$ cat config.mk
export PLATFORM = sky130hd
export DESIGN_NAME = sdf_top
export DESIGN_NICKNAME = d
export VERILOG_FILES = /design/src/sdf_pkg.sv /design/src/sdf_cic.sv /design/src/sdf_div.sv /design/src/sdf_top.sv
export SDC_FILE = /design/constraint.sdc
export NUM_CORES = 2
export LEC_CHECK = 0
export BUFFER_PORTS_ARGS = -buffer_cell sky130_fd_sc_hd__buf_2
export CAP_MARGIN = 20
export CORE_UTILIZATION = 40
export CTS_CLUSTER_DIAMETER = 120
export DETAILED_ROUTE_END_ITERATION = 7
export RECOVER_POWER = 50
export SKIP_LAST_GASP = 1
export SLEW_MARGIN = 25
export SYNTH_ARGS = -nofsm -noshare
export SYNTH_HDL_FRONTEND = slang
export SYNTH_SLANG_ARGS = --single-unit
$ cat constraint.sdc
create_clock -name clk_sys -period 16.8 [get_ports clk_sys]
set_input_delay 2.52 -clock clk_sys [delete_from_list [all_inputs] [get_ports clk_sys]]
set_output_delay 2.52 -clock clk_sys [all_outputs]
set_load 0.05 [all_outputs]
$ cat src/sdf_pkg.sv
// Shared constants and types for the sinc3 decimation filter
package sdf_pkg;
  // Modulator rate is the master clock divided by this count
  localparam int unsigned MOD_DIV = 128;
  localparam logic [6:0] MOD_LAST = 7'h7f;
  // Filter select word
  localparam int unsigned FSEL_W = 12;
  localparam logic [11:0] FSEL_RST = 12'h100;
  localparam logic [11:0] FSEL_ONE = 12'h001;
  // Accumulator holds N^3 for N up to 4095, plus sign
  localparam int unsigned ACC_W = 38;
  // Output word, full scale at 2^22 so there is one bit of headroom below the sign bit
  localparam int unsigned OUT_W = 24;
  localparam int unsigned FS_SHIFT = 22;
  localparam int unsigned NUM_W = ACC_W + FS_SHIFT;
  // Words discarded after a restart before output resumes
  localparam logic [1:0] SETTLE_LAST = 2'h2;
  // Register byte addresses
  localparam logic [7:0] ADR_CTRL = 8'h00;
  localparam logic [7:0] ADR_FILT = 8'h04;
  localparam logic [7:0] ADR_STAT = 8'h08;
  localparam logic [7:0] ADR_DATA = 8'h0c;
  // Field positions
  localparam int unsigned CTRL_RESTART_BIT = 0;
  localparam int unsigned CTRL_CHAN_LSB = 4;
  localparam int unsigned CHAN_W = 3;
  localparam logic [2:0] CHAN_RST = 3'h0;
  localparam int unsigned STAT_READY_BIT = 0;
  localparam int unsigned STAT_SETTLED_BIT = 1;
  localparam int unsigned STAT_BUSY_BIT = 2;
  localparam int unsigned STAT_WCNT_LSB = 4;

  typedef enum logic [1:0] {
    SDF_ST_CLEAR = 2'b00,
    SDF_ST_FILL = 2'b01,
    SDF_ST_RUN = 2'b11
  } sdf_state_e;

  typedef struct packed {
    logic cyc;
    logic stb;
    logic we;
    logic [3:0] sel;
    logic [7:0] adr;
    logic [31:0] dat;
  } sdf_wb_req_s;

  typedef struct packed {
    logic ack;
    logic [31:0] dat;
  } sdf_wb_rsp_s;
endpackage

$ cat src/sdf_cic.sv
// Three integrators at the modulator rate and three combs at the word rate
`timescale 1ns/100ps
`default_nettype none
module sdf_cic #(
  parameter int unsigned W = sdf_pkg::ACC_W
) (
  input wire logic clk_sys,
  input wire logic rst_n,
  input wire logic clr,
  input wire logic smp,
  input wire logic bit_in,
  input wire logic dec,
  output logic [W-1:0] y,
  output logic y_vld
);
  import sdf_pkg::*;

  typedef struct packed {
    logic [W-1:0] i1;
    logic [W-1:0] i2;
    logic [W-1:0] i3;
    logic [W-1:0] d1;
    logic [W-1:0] d2;
    logic [W-1:0] d3;
    logic [W-1:0] y;
    logic dec_d;
    logic vld;
  } sdf_cic_s;

  sdf_cic_s s_r;
  sdf_cic_s s_nxt;

  always_comb begin
    logic [W-1:0] x;
    logic [W-1:0] c1;
    logic [W-1:0] c2;
    x = {{(W-1){~bit_in}}, 1'b1};
    c1 = s_r.i3 - s_r.d1;
    c2 = c1 - s_r.d2;
    s_nxt = s_r;
    s_nxt.vld = 1'b0;
    s_nxt.dec_d = dec & smp;
    if (clr) begin
      s_nxt = '0;
    end else begin
      // Chained new values keep the window aligned to the last sample
      if (smp) begin
        s_nxt.i1 = s_r.i1 + x;
        s_nxt.i2 = s_r.i2 + s_nxt.i1;
        s_nxt.i3 = s_r.i3 + s_nxt.i2;
      end
      // Combs of length N give notches at every multiple of the rate
      if (s_r.dec_d) begin
        s_nxt.d1 = s_r.i3;
        s_nxt.d2 = c1;
        s_nxt.d3 = c2;
        s_nxt.y = c2 - s_r.d3;
        s_nxt.vld = 1'b1;
      end
    end
  end

  always_ff @(posedge clk_sys or negedge rst_n) begin
    if (!rst_n) begin
      s_r <= '0;
    end else begin
      s_r <= s_nxt;
    end
  end

  assign y = s_r.y;
  assign y_vld = s_r.vld;
endmodule
`default_nettype wire

$ cat src/sdf_div.sv
// Serial restoring divider used to normalise the sinc3 gain
`timescale 1ns/100ps
`default_nettype none
module sdf_div #(
  parameter int unsigned NW = sdf_pkg::NUM_W,
  parameter int unsigned DW = sdf_pkg::ACC_W
) (
  input wire logic clk_sys,
  input wire logic rst_n,
  input wire logic start,
  input wire logic [NW-1:0] num,
  input wire logic [DW-1:0] den,
  output logic [NW-1:0] quo,
  output logic busy,
  output logic done
);
  import sdf_pkg::*;

  localparam int unsigned CW = $clog2(NW);
  localparam logic [CW-1:0] CNT_LAST = CW'(NW - 1);

  typedef struct packed {
    logic busy;
    logic done;
    logic [CW-1:0] cnt;
    logic [DW:0] rem;
    logic [NW-1:0] sh;
  } sdf_div_s;

  sdf_div_s s_r;
  sdf_div_s s_nxt;

  always_comb begin
    logic [DW:0] r;
    logic qb;
    r = {s_r.rem[DW-1:0], s_r.sh[NW-1]};
    qb = 1'b0;
    s_nxt = s_r;
    s_nxt.done = 1'b0;
    if (start && !s_r.busy) begin
      s_nxt.busy = 1'b1;
      s_nxt.cnt = '0;
      s_nxt.rem = '0;
      s_nxt.sh = num;
    end else if (s_r.busy) begin
      if (r >= {1'b0, den}) begin
        r = r - {1'b0, den};
        qb = 1'b1;
      end
      s_nxt.rem = r;
      s_nxt.sh = {s_r.sh[NW-2:0], qb};
      if (s_r.cnt == CNT_LAST) begin
        s_nxt.busy = 1'b0;
        s_nxt.done = 1'b1;
      end else begin
        s_nxt.cnt = s_r.cnt + 1'b1;
      end
    end
  end

  always_ff @(posedge clk_sys or negedge rst_n) begin
    if (!rst_n) begin
      s_r <= '0;
    end else begin
      s_r <= s_nxt;
    end
  end

  assign quo = s_r.sh;
  assign busy = s_r.busy;
  assign done = s_r.done;
endmodule
`default_nettype wire

$ cat src/sdf_top.sv
// Sinc3 decimation filter with its Wishbone register slave
`timescale 1ns/100ps
`default_nettype none
module sdf_top #(
  parameter int unsigned FSW = sdf_pkg::FSEL_W,
  parameter int unsigned AW = sdf_pkg::ACC_W,
  parameter int unsigned OW = sdf_pkg::OUT_W
) (
  input wire logic clk_sys,
  input wire logic arst_n,
  input wire sdf_pkg::sdf_wb_req_s wb_req,
  output sdf_pkg::sdf_wb_rsp_s wb_rsp,
  input wire logic mod_bit,
  output logic mod_strobe,
  input wire logic sync_pin_n,
  output logic [sdf_pkg::CHAN_W-1:0] chan_sel,
  output logic [OW-1:0] word_data,
  output logic word_valid,
  output logic settled
);
  import sdf_pkg::*;

  typedef struct packed {
    sdf_state_e st;
    logic [6:0] mdiv;
    logic [FSW-1:0] dcnt;
    logic [1:0] wcnt;
    logic [FSW-1:0] fsel;
    logic [CHAN_W-1:0] chan;
    logic ack;
    logic [31:0] rdat;
    logic [OW-1:0] word;
    logic vld;
    logic rdy;
    logic neg;
    logic pend;
  } sdf_main_s;

  sdf_main_s s_r;
  sdf_main_s s_nxt;
  logic [1:0] rsync_r;
  logic rst_n;
  logic clr;
  logic smp;
  logic dec;
  logic [FSW-1:0] nsel;
  logic [AW-1:0] ncube;
  logic [AW-1:0] cic_y;
  logic cic_vld;
  logic div_start;
  logic [NUM_W-1:0] div_num;
  logic [NUM_W-1:0] div_quo;
  logic div_busy;
  logic div_done;

  // Magnitude of a signed accumulator value
  function automatic logic [AW-1:0] mag(input logic [AW-1:0] v);
    logic [AW-1:0] r;
    r = v;
    if (v[AW-1]) begin
      r = ~v + 1'b1;
    end
    return r;
  endfunction

  // Reset is released through two flops; everything else uses the copy
  always_ff @(posedge clk_sys or negedge arst_n) begin
    if (!arst_n) begin
      rsync_r <= 2'h0;
    end else begin
      rsync_r <= {rsync_r[0], 1'b1};
    end
  end
  assign rst_n = rsync_r[1];

  // A zero select word would stall the decimator, so it acts as one
  assign nsel = (s_r.fsel == '0) ? FSEL_ONE : s_r.fsel;

  // Gain of the three stages is N^3; the divider removes it
  assign ncube = AW'(nsel) * AW'(nsel) * AW'(nsel);

  assign clr = (s_r.st == SDF_ST_CLEAR);

  // Modulator sample point, once every 128 clocks
  assign smp = !clr && (s_r.mdiv == MOD_LAST);

  // Decimation at the N-th sample gives clock / (N * 128)
  assign dec = smp && (s_r.dcnt == (nsel - FSEL_ONE));

  // The first two words after a restart are dropped: the third window
  // is filled entirely with samples taken after the restart for every N; the second only for N of 1 or 2.
  assign div_start = cic_vld && ((s_r.st == SDF_ST_RUN) ||
    ((s_r.st == SDF_ST_FILL) && (s_r.wcnt == SETTLE_LAST)));

  // Full scale maps to 2^22 in a 24-bit word, leaving ample headroom
  assign div_num = {mag(cic_y), {FS_SHIFT{1'b0}}};

  sdf_cic #(
    .W(AW)
  ) u_cic (
    .clk_sys(clk_sys),
    .rst_n(rst_n),
    .clr(clr),
    .smp(smp),
    .bit_in(mod_bit),
    .dec(dec),
    .y(cic_y),
    .y_vld(cic_vld)
  );

  sdf_div #(
    .NW(NUM_W),
    .DW(AW)
  ) u_div (
    .clk_sys(clk_sys),
    .rst_n(rst_n),
    .start(div_start),
    .num(div_num),
    .den(ncube),
    .quo(div_quo),
    .busy(div_busy),
    .done(div_done)
  );

  always_comb begin
    logic req;
    logic wr;
    logic rd_data;
    logic restart;
    logic [OW-1:0] q;
    logic [31:0] rd;
    req = wb_req.cyc && wb_req.stb;
    wr = req && s_r.ack && wb_req.we;
    rd_data = req && s_r.ack && !wb_req.we && (wb_req.adr == ADR_DATA);
    restart = 1'b0;
    q = {1'b0, div_quo[OW-2:0]};
    rd = 32'h0;
    s_nxt = s_r;
    s_nxt.vld = 1'b0;

    // Bus read mux; unmapped addresses read as zero
    case (wb_req.adr)
      ADR_CTRL: begin
        rd[CTRL_CHAN_LSB +: CHAN_W] = s_r.chan;
      end
      ADR_FILT: begin
        rd[FSW-1:0] = s_r.fsel;
      end
      ADR_STAT: begin
        rd[STAT_READY_BIT] = s_r.rdy;
        rd[STAT_SETTLED_BIT] = (s_r.st == SDF_ST_RUN);
        rd[STAT_BUSY_BIT] = s_r.pend || div_busy;
        rd[STAT_WCNT_LSB +: 2] = s_r.wcnt;
      end
      ADR_DATA: begin
        rd[OW-1:0] = s_r.word;
      end
      default: begin
        rd = 32'h0;
      end
    endcase

    // One wait state, ack for one cycle, then dropped
    if (req && !s_r.ack) begin
      s_nxt.ack = 1'b1;
      s_nxt.rdat = rd;
    end else begin
      s_nxt.ack = 1'b0;
    end

    // Writes take effect at the edge where the master sees ack
    if (wr) begin
      case (wb_req.adr)
        ADR_CTRL: begin
          if (wb_req.sel[0]) begin
            if (wb_req.dat[CTRL_RESTART_BIT]) begin
              restart = 1'b1;
            end
            if (wb_req.dat[CTRL_CHAN_LSB +: CHAN_W] != s_r.chan) begin
              restart = 1'b1;
            end
            s_nxt.chan = wb_req.dat[CTRL_CHAN_LSB +: CHAN_W];
          end
        end
        ADR_FILT: begin
          // Only the notch spacing moves; the stages are the same
          if (wb_req.sel[0]) begin
            s_nxt.fsel[7:0] = wb_req.dat[7:0];
            restart = 1'b1;
          end
          if (wb_req.sel[1]) begin
            s_nxt.fsel[FSW-1:8] = wb_req.dat[FSW-1:8];
            restart = 1'b1;
          end
        end
        default: begin
          restart = 1'b0;
        end
      endcase
    end

    // Reading the data word clears ready; a new word below wins
    if (rd_data) begin
      s_nxt.rdy = 1'b0;
    end

    // Modulator timebase and decimation counter
    s_nxt.mdiv = s_r.mdiv + 7'h01;
    if (smp) begin
      if (dec) begin
        s_nxt.dcnt = '0;
      end else begin
        s_nxt.dcnt = s_r.dcnt + FSEL_ONE;
      end
    end

    case (s_r.st)
      SDF_ST_CLEAR: begin
        s_nxt.st = SDF_ST_FILL;
        s_nxt.mdiv = 7'h00;
      end
      SDF_ST_FILL: begin
        if (cic_vld) begin
          if (s_r.wcnt == SETTLE_LAST) begin
            s_nxt.st = SDF_ST_RUN;
          end else begin
            s_nxt.wcnt = s_r.wcnt + 2'h1;
          end
        end
      end
      SDF_ST_RUN: begin
        // A free-running step settles as the three windows roll through
        s_nxt.st = SDF_ST_RUN;
      end
      default: begin
        s_nxt.st = SDF_ST_CLEAR;
      end
    endcase

    if (div_start) begin
      s_nxt.pend = 1'b1;
      s_nxt.neg = cic_y[AW-1];
    end

    // Normalised result, one strobe per settled period
    if (div_done && s_r.pend) begin
      s_nxt.pend = 1'b0;
      s_nxt.word = s_r.neg ? (~q + 1'b1) : q;
      s_nxt.vld = 1'b1;
      s_nxt.rdy = 1'b1;
    end

    // Sync pin held low keeps the filter cleared
    if (!sync_pin_n) begin
      restart = 1'b1;
    end

    // A restart drops a pending word; one finishing in the same cycle still loads word and ready, without its strobe
    if (restart) begin
      s_nxt.st = SDF_ST_CLEAR;
      s_nxt.mdiv = 7'h00;
      s_nxt.dcnt = '0;
      s_nxt.wcnt = 2'h0;
      s_nxt.pend = 1'b0;
      s_nxt.vld = 1'b0;
    end
  end

  always_ff @(posedge clk_sys or negedge rst_n) begin
    if (!rst_n) begin
      s_r <= '0;
      s_r.fsel <= FSEL_RST;
      s_r.chan <= CHAN_RST;
    end else begin
      s_r <= s_nxt;
    end
  end

  // The -3 dB point tracks the notch since the stage shape is fixed
  assign word_data = s_r.word;
  assign word_valid = s_r.vld;
  assign wb_rsp.ack = s_r.ack;
  assign wb_rsp.dat = s_r.rdat;
  assign mod_strobe = smp;
  assign chan_sel = s_r.chan;
  assign settled = (s_r.st == SDF_ST_RUN);
endmodule
`default_nettype wire

Word level (Yosys, flattened, before mapping)
Cells that the tools add are included.
{ "word_totals": {"word_cells": 147, "ff_bits": 467, "out_inout_bits": 63, "input_bits": 51} }
{ "classes": {"n_mul": 2, "magnitude_cmp": 1, "eq_ne": 14, "mux": 48, "add_sub_neg": 14, "n_reduce_logical": 35, "bitwise": 4} }
{ "op_table": {"columns": ["cell", "n"], "rows": [
  ["266-bit 2-to-1 mux", 1],
  ["152-bit 2-to-1 mux", 1],
  ["38-bit adder", 3],
  ["114-bit 2-to-1 mux", 1],
  ["38-bit subtractor", 3],
  ["107-bit 2-to-1 mux", 1],
  ["105-bit 2-to-1 mux", 1],
  ["12-bit 2-to-1 mux", 4],
  ["39-bit by 36-bit >= comparator with 1-bit output", 1],
  ["39-bit 2-to-1 mux", 1],
  ["39-bit by 36-bit subtractor with 39-bit output", 1],
  ["38-bit by 1-bit adder with 38-bit output, second input constant", 1],
  ["38-bit 2-to-1 mux", 1],
  ["38-bit NOT", 1],
  ["24-bit by 12-bit multiplier with 36-bit output", 1],
  ["24-bit by 1-bit adder with 24-bit output, second input constant", 1],
  ["12-bit by 12-bit multiplier with 24-bit output", 1],
  ["24-bit 2-to-1 mux", 1],
  ["23-bit NOT with 24-bit output", 1],
  ["23-bit 2-to-1 mux", 1],
  ["1-bit 2-to-1 mux", 19],
  ["8-bit by 4-bit equality test with 1-bit output, second input constant", 2],
  ["2-bit 2-to-1 mux", 7],
  ["2-bit nonzero test", 7],
  ["other kinds (33)", 56]
]} }

Depth between registers and ports, before layout
{ "depth": {"ltp_word": 8, "ltp_mapped": 59, "mapped_depth_nobuf": 55} }

By module
A second synthesis with hierarchy kept.
{ "unflattened": {"hier_cells": 5809, "hier_area_um2": 49398.6} }
{ "by_module_without_submodules": {"columns": ["module", "seq_area_each_um2", "n_inst", "cells_each", "area_per_inst_um2"], "rows": [
  ["sdf_cic", 6706.4, 1, 2634, 22465.3],
  ["sdf_top", 2328.5, 1, 2290, 19198.4],
  ["sdf_div", 2652.5, 1, 885, 7734.9]
]} }

Worst setup path after synthesis
OpenSTA, ideal clock, no wires.
{ "synth_timing": {"path_type": "register -> register", "startpoint": "register s_r[72] (netlist bit)", "endpoint": "register u_div.s_r[74] (netlist bit)", "synth_period_minus_slack_ns": 12.318, "path_slack_ns": 4.482, "arrival_time_ns": 12.197, "t_required_ns": 16.679, "n_path_buf": 6, "path_stages_with_launch": 51, "setup_time_ns": 0.121, "path_cell_list": "dfstp_2 > clkbuf_1 > clkbuf_1 > nand2_1 > fa_1 > inv_1 > fa_1 > fa_1 > fa_1 > inv_1 > fa_1 > inv_1 > ha_1 > a21oi_1 > a31oi_1 > o41ai_1 > o21ai_0 > nor2_1 > (+15 left out) > nand3_1 > a2111oi_0 > nor2_1 > o211ai_1 > a221o_1 > a21oi_1 > xnor2_1 > ha_1 > clkbuf_1 > nand2b_1 > nor4_1 > nor4bb_1 > a32oi_1 > nand2_1 > clkbuf_1 > buf_1 > a21oi_1 > a22o_1"} }
{ "synth_between": {"elab_chain_len": 8, "word_cells_on_any_way": 9, "classes_between": "add/sub: 1; mul: 2; order compare: 1; mux: 4; reduce/logical: 1"} }
{ "synth_rtl": {"columns": ["element", "line", "text"], "rows": [
  ["start: declaration", "sdf_top.sv:39", "sdf_main_s s_r;"],
  ["start signal: assignment", "sdf_top.sv:275", "s_r <= s_nxt;"],
  ["12-bit zero test", "sdf_top.sv:77", "assign nsel = (s_r.fsel == '0) ? FSEL_ONE : s_r.fsel;"],
  ["12-bit 2-to-1 mux *", "sdf_top.sv:77", null],
  ["12-bit by 12-bit multiplier with 24-bit output", "sdf_top.sv:80", "assign ncube = AW'(nsel) * AW'(nsel) * AW'(nsel);"],
  ["24-bit by 12-bit multiplier with 36-bit output *", "sdf_top.sv:80", null],
  ["39-bit by 36-bit subtractor with 39-bit output or 39-bit by 36-bit >= comparator with 1-bit output (tied branches)", "sdf_div.sv:47, sdf_div.sv:46", null],
  ["39-bit 2-to-1 mux *", "sdf_div.sv:46", "if (r >= {1'b0, den}) begin"],
  ["107-bit 2-to-1 mux *", "sdf_div.sv:45", "end else if (s_r.busy) begin"],
  ["105-bit 2-to-1 mux *", "sdf_div.sv:40", "if (start && !s_r.busy) begin"],
  ["end signal: assignment", "sdf_div.sv:65", "s_r <= s_nxt;"],
  ["end: declaration", "sdf_div.sv:30", "sdf_div_s s_r;"]
]} }
Mark *: on every way between the ends. The rest lies on a longest branch, timed or not. The select of a mux whose other input is x is not followed.
A chain may end at the register's enable or synchronous reset.

Worst setup path after layout
{ "layout_timing": {"startpoint": "register s_r[69] (netlist bit)", "endpoint": "register u_div.s_r[97] (netlist bit)"} }
The elaborated chain is that of the path after synthesis.

==> summary.txt <==
Clocking
  – Clock buffer depth: 3
  – Htree depth: 2
  – Post-CTS setup repair buffer count: 0
  – Clock Sinks: 467
  – CTS buffer count: 58
  – Hold buffer count at cts: 0
  – Clock slew at reported path FFs: 0.06 ns
  – Cts repair resizes: 0
  – Worst-Skew Late Latency: 0.69 ns
  – CTS tree: yes
  – Root buffer cell: clkbuf_16

Synth
  – Async set-or-reset flop fraction in the synthesized netlist: 100.0%
  – Mux share of post-synthesis cell area: 3.766%
  – Post-synthesis xor/xnor area fraction: under 10%
  – Number of synthesized flops with an enable pin: 0
  – Sequential share of the synthesized area: about a quarter
  – Syn avg cell area: 8.488 µm²
  – Ys flop type: dfrtp_1
  – Largest family of logic cells by synthesized area: adder cells
  – Seq cells post-synth: around 470
  – Yosys cell types: 88
  – Post-Syn Instances: 5437
  – Adder-Cell Fraction of Synth Area: about a quarter
  – Compound-gate portion of the synthesized area: 16.17%
  – YS warnings: 0
  – Synth Cell Area: 46150 µm²
  – Post-synthesis simple-gate area fraction: 16.96%

Power and ir drop
  – Sw frac: 35.83%
  – Combinational power share: 36.7%
  – Worst VDD drop: between 0.0001 and 0.00015 V
  – P_sw: between 1 and 1.5 mW
  – PwrDens: around 84 nW/µm²
  – Clk pwr share: between 30% and 40%
  – Flop pwr share: 30.8%
  – Pint: between 2 and 3 mW
  – P_leak: 24.00 nW

Min path
  – Worst min path class: register to register
  – Worst hold endpoint: rsync_r[1]$_DFF_PN0_
  – Hold depth: 0
  – Hold Path Origin: rsync_r[0]$_DFF_PN0_

Detailed routing
  – DRC: 0
  – Via count: 36130
  – Vias per inst: 5.229
  – Initial DRC Count: between 1500 and 2000
  – Routed Wire Length: 107300 µm
  – Average wire per standard cell: 15.53 µm
  – ANT nets after route: 0
  – DRT Pass-1 Iters: 7

Global route
  – First-pass GRT wire length: 181000 µm
  – Initial antenna violation count: 0
  – Number of global-route vias before repair: 35400
  – Total gr overflow: 0
  – All-Layer GR Usage: 18.54%
  – Largest net degree at the start of global routing: 202

Run
  – Max Cap Viol: 14

Finish
  – Commonest non-fill, non-tap cell in the layout: nand2_1
  – Fin util: ~43%
  – Layout cell share with drive strength beyond 1: under 10%
  – Ant. Diodes: 0
  – Final net count: 6096
  – P&R area growth vs syn: 7.475%
  – Commonest cells after routing, fill and taps aside: nand2_1 (722), inv_1 (516), dfrtp_1 (465), a21oi_1 (414), nor2_1 (410)

Timing
  – Worst hold margin: roughly 0.36 ns
  – Max-slew violation count: ~950
  – Post-layout min period: 14.38 ns
  – # setup viols final: 0
  – Slew @ Worst Pin: 9.338 ns
  – Max_slew headroom: -522.5%
  – Layout Skew: 0.06636 ns
  – RSZ-0062 raised after global routing: no
  – Achievable frequency: 69.56 MHz
  – Final Hold Viols: 0
  – Final period utilization: 85.57%
  – Total Neg Setup Slack: 0 ns

Placement
  – Hpwl dp: 80500 µm
  – IO buf count: a little over 80
  – GP Congestion: slightly below 0.9

Worst setup path
  – Crit-path max cell delay: 0.92 ns
  – Worst EP required: 17.39 ns
  – Worst-path maximum fanout: 19
  – Worst R2R End: u_div.s_r[97]$_DFFE_PN0P_
  – Reg2Reg Depth: 51
  – Crit-path slowest cell: dfrtp_1
  – Crit Path Category: register to register
  – CP Capture Type: register
  – CP Launch Point: s_r[69]$_DFFE_PN0P_
  – CP arrival: 14.97 ns
  – Reg2reg start: s_r[69]$_DFFE_PN0P_
  – Critical Path Start Type: register
  – R2R Setup Slk: 2.42 ns

Die
  – Core Footprint: 114300 µm²
  – I/O pin count: about 110
  – Die W: 341.7 µm
  – Site row count: 124
  – Die extent in y: 341.7 µm
  – Initial Util: 40.36%
  – Die area: 116700 µm²

Status
  – Status: complete, but fails checks
  – Violated checks: capacitance limit, slew limit
[power groups by stage]
stage | clock [mW] | sequential, mW | combinational, mW
after floorplan | 0 | 1.29 | 1.19
after global placement | 0 | 1.30 | 1.48
after detailed placement | 0 | 1.30 | 1.49
after CTS | 1.40 | 1.28 | 1.51
after global routing | 1.44 | 1.29 | 1.71
final | 1.35 | 1.28 | 1.53
[cells in the mapped netlist, types with 59 or more instances]
cell type    n  share of area (%)
a21oi_1    414                4.5
xor2_1     149                2.8
clkbuf_1   205                1.7
mux2i_1    150                3.3
fa_1       296                 13
nand2_1    722                5.9
nor2_1     414                3.4
xnor2_1    213                4.0
o21ai_0    319                3.5
nand3_1     83               0.90
ha_1       400                 11
nand2b_1    59               0.80
buf_4       60               0.98
dfrtp_1    466                 25
inv_1      516                4.2
and2_1     142                1.9
a21o_1     130                2.1
[worst max-delay path by stage]
stage,endpoint,slack [ns],depth (start not counted)
6_report,u_div.s_r[97]$_DFFE_PN0P_,2.42,51
5_1_grt,u_div.s_r[97]$_DFFE_PN0P_,1.43,51
4_1_cts,u_div.s_r[97]$_DFFE_PN0P_,2.47,51
3_5_place_dp,u_div.s_r[97]$_DFFE_PN0P_,2.55,51
3_3_place_gp,u_div.s_r[70]$_DFFE_PN0P_,2.42,52
2_1_floorplan,chan_sel[0]$_DFFE_PN0P_,2.82,0
[sequential cells by signal (all words and copies together), names as in the netlist]
register / cells
word_valid: 1
s_r: 38
u_cic.y: 38
u_cic.s_r: 229
u_div.busy: 1
u_div.done: 1
chan_sel: 3
rsync_r: 2
u_div.quo: 60
u_cic.y_vld: 1
word_data: 24
wb_rsp: 25
u_div.s_r: 44
[per-layer routing]
layer  up-vias  share of wire, %  wire (µm)  GRT usage [%]
met2       558                46      49170          30.46
li1      18120                 -          -              -
met5         -                 0          0              0
met4         0               2.4       2579          5.054
met3       138               3.4       3690          1.800
met1     17310                48      51840          25.95
[logic make-up after synthesis]
family / count (synthesis)
AOI/OAI and AO/OA: 1220
and+or+nand+nor: 1711
xor gates and xnor gates: 362
adders and majority gates: 696
other: 2
muxes: 169
buffers and inverters: 810
DFF: 467
[critical path, delay by kind of cell, from the launching register on]
kind | cells | cell delay (ns)
AO/OA/AOI/OAI | 15 | 3.54
XOR/XNOR | 2 | 0.48
adder cells (fa/ha/maj) | 13 | 5.66
buffers and inverters | 9 | 0.81
flip-flops | 1 | 0.92
multiplexers | 1 | 0.15
AND/OR/NAND/NOR | 11 | 2.71
[per-stage QoR]
step,area [µm²],total power [mW],instances,worst slack [ns]
2_1_floorplan,46180,2.483,5444,2.822
3_5_place_dp,47590,2.795,6800,2.554
3_3_place_gp,47550,2.785,6799,2.421
5_1_grt,49600,4.432,6909,1.429
4_1_cts,49670,4.187,6908,2.469
6_report,49600,4.154,6909,2.424
[cell type report]
| cell class | instances | area [µm²] |
|---|---|---|
| Clock inverter | 32 | 456.7 |
| Clock buffer | 76 | 1619 |
| Timing Repair Buffer | 138 | 774.5 |
| Tap cell | 1512 | 1892 |
| Fill cell | 11360 | 64740 |
| Multi-Input combinational cell | 4167 | 31230 |
| Inverter | 517 | 1941 |
| Sequential cell | 467 | 11690 |
(Power assumes the default switching activity.)
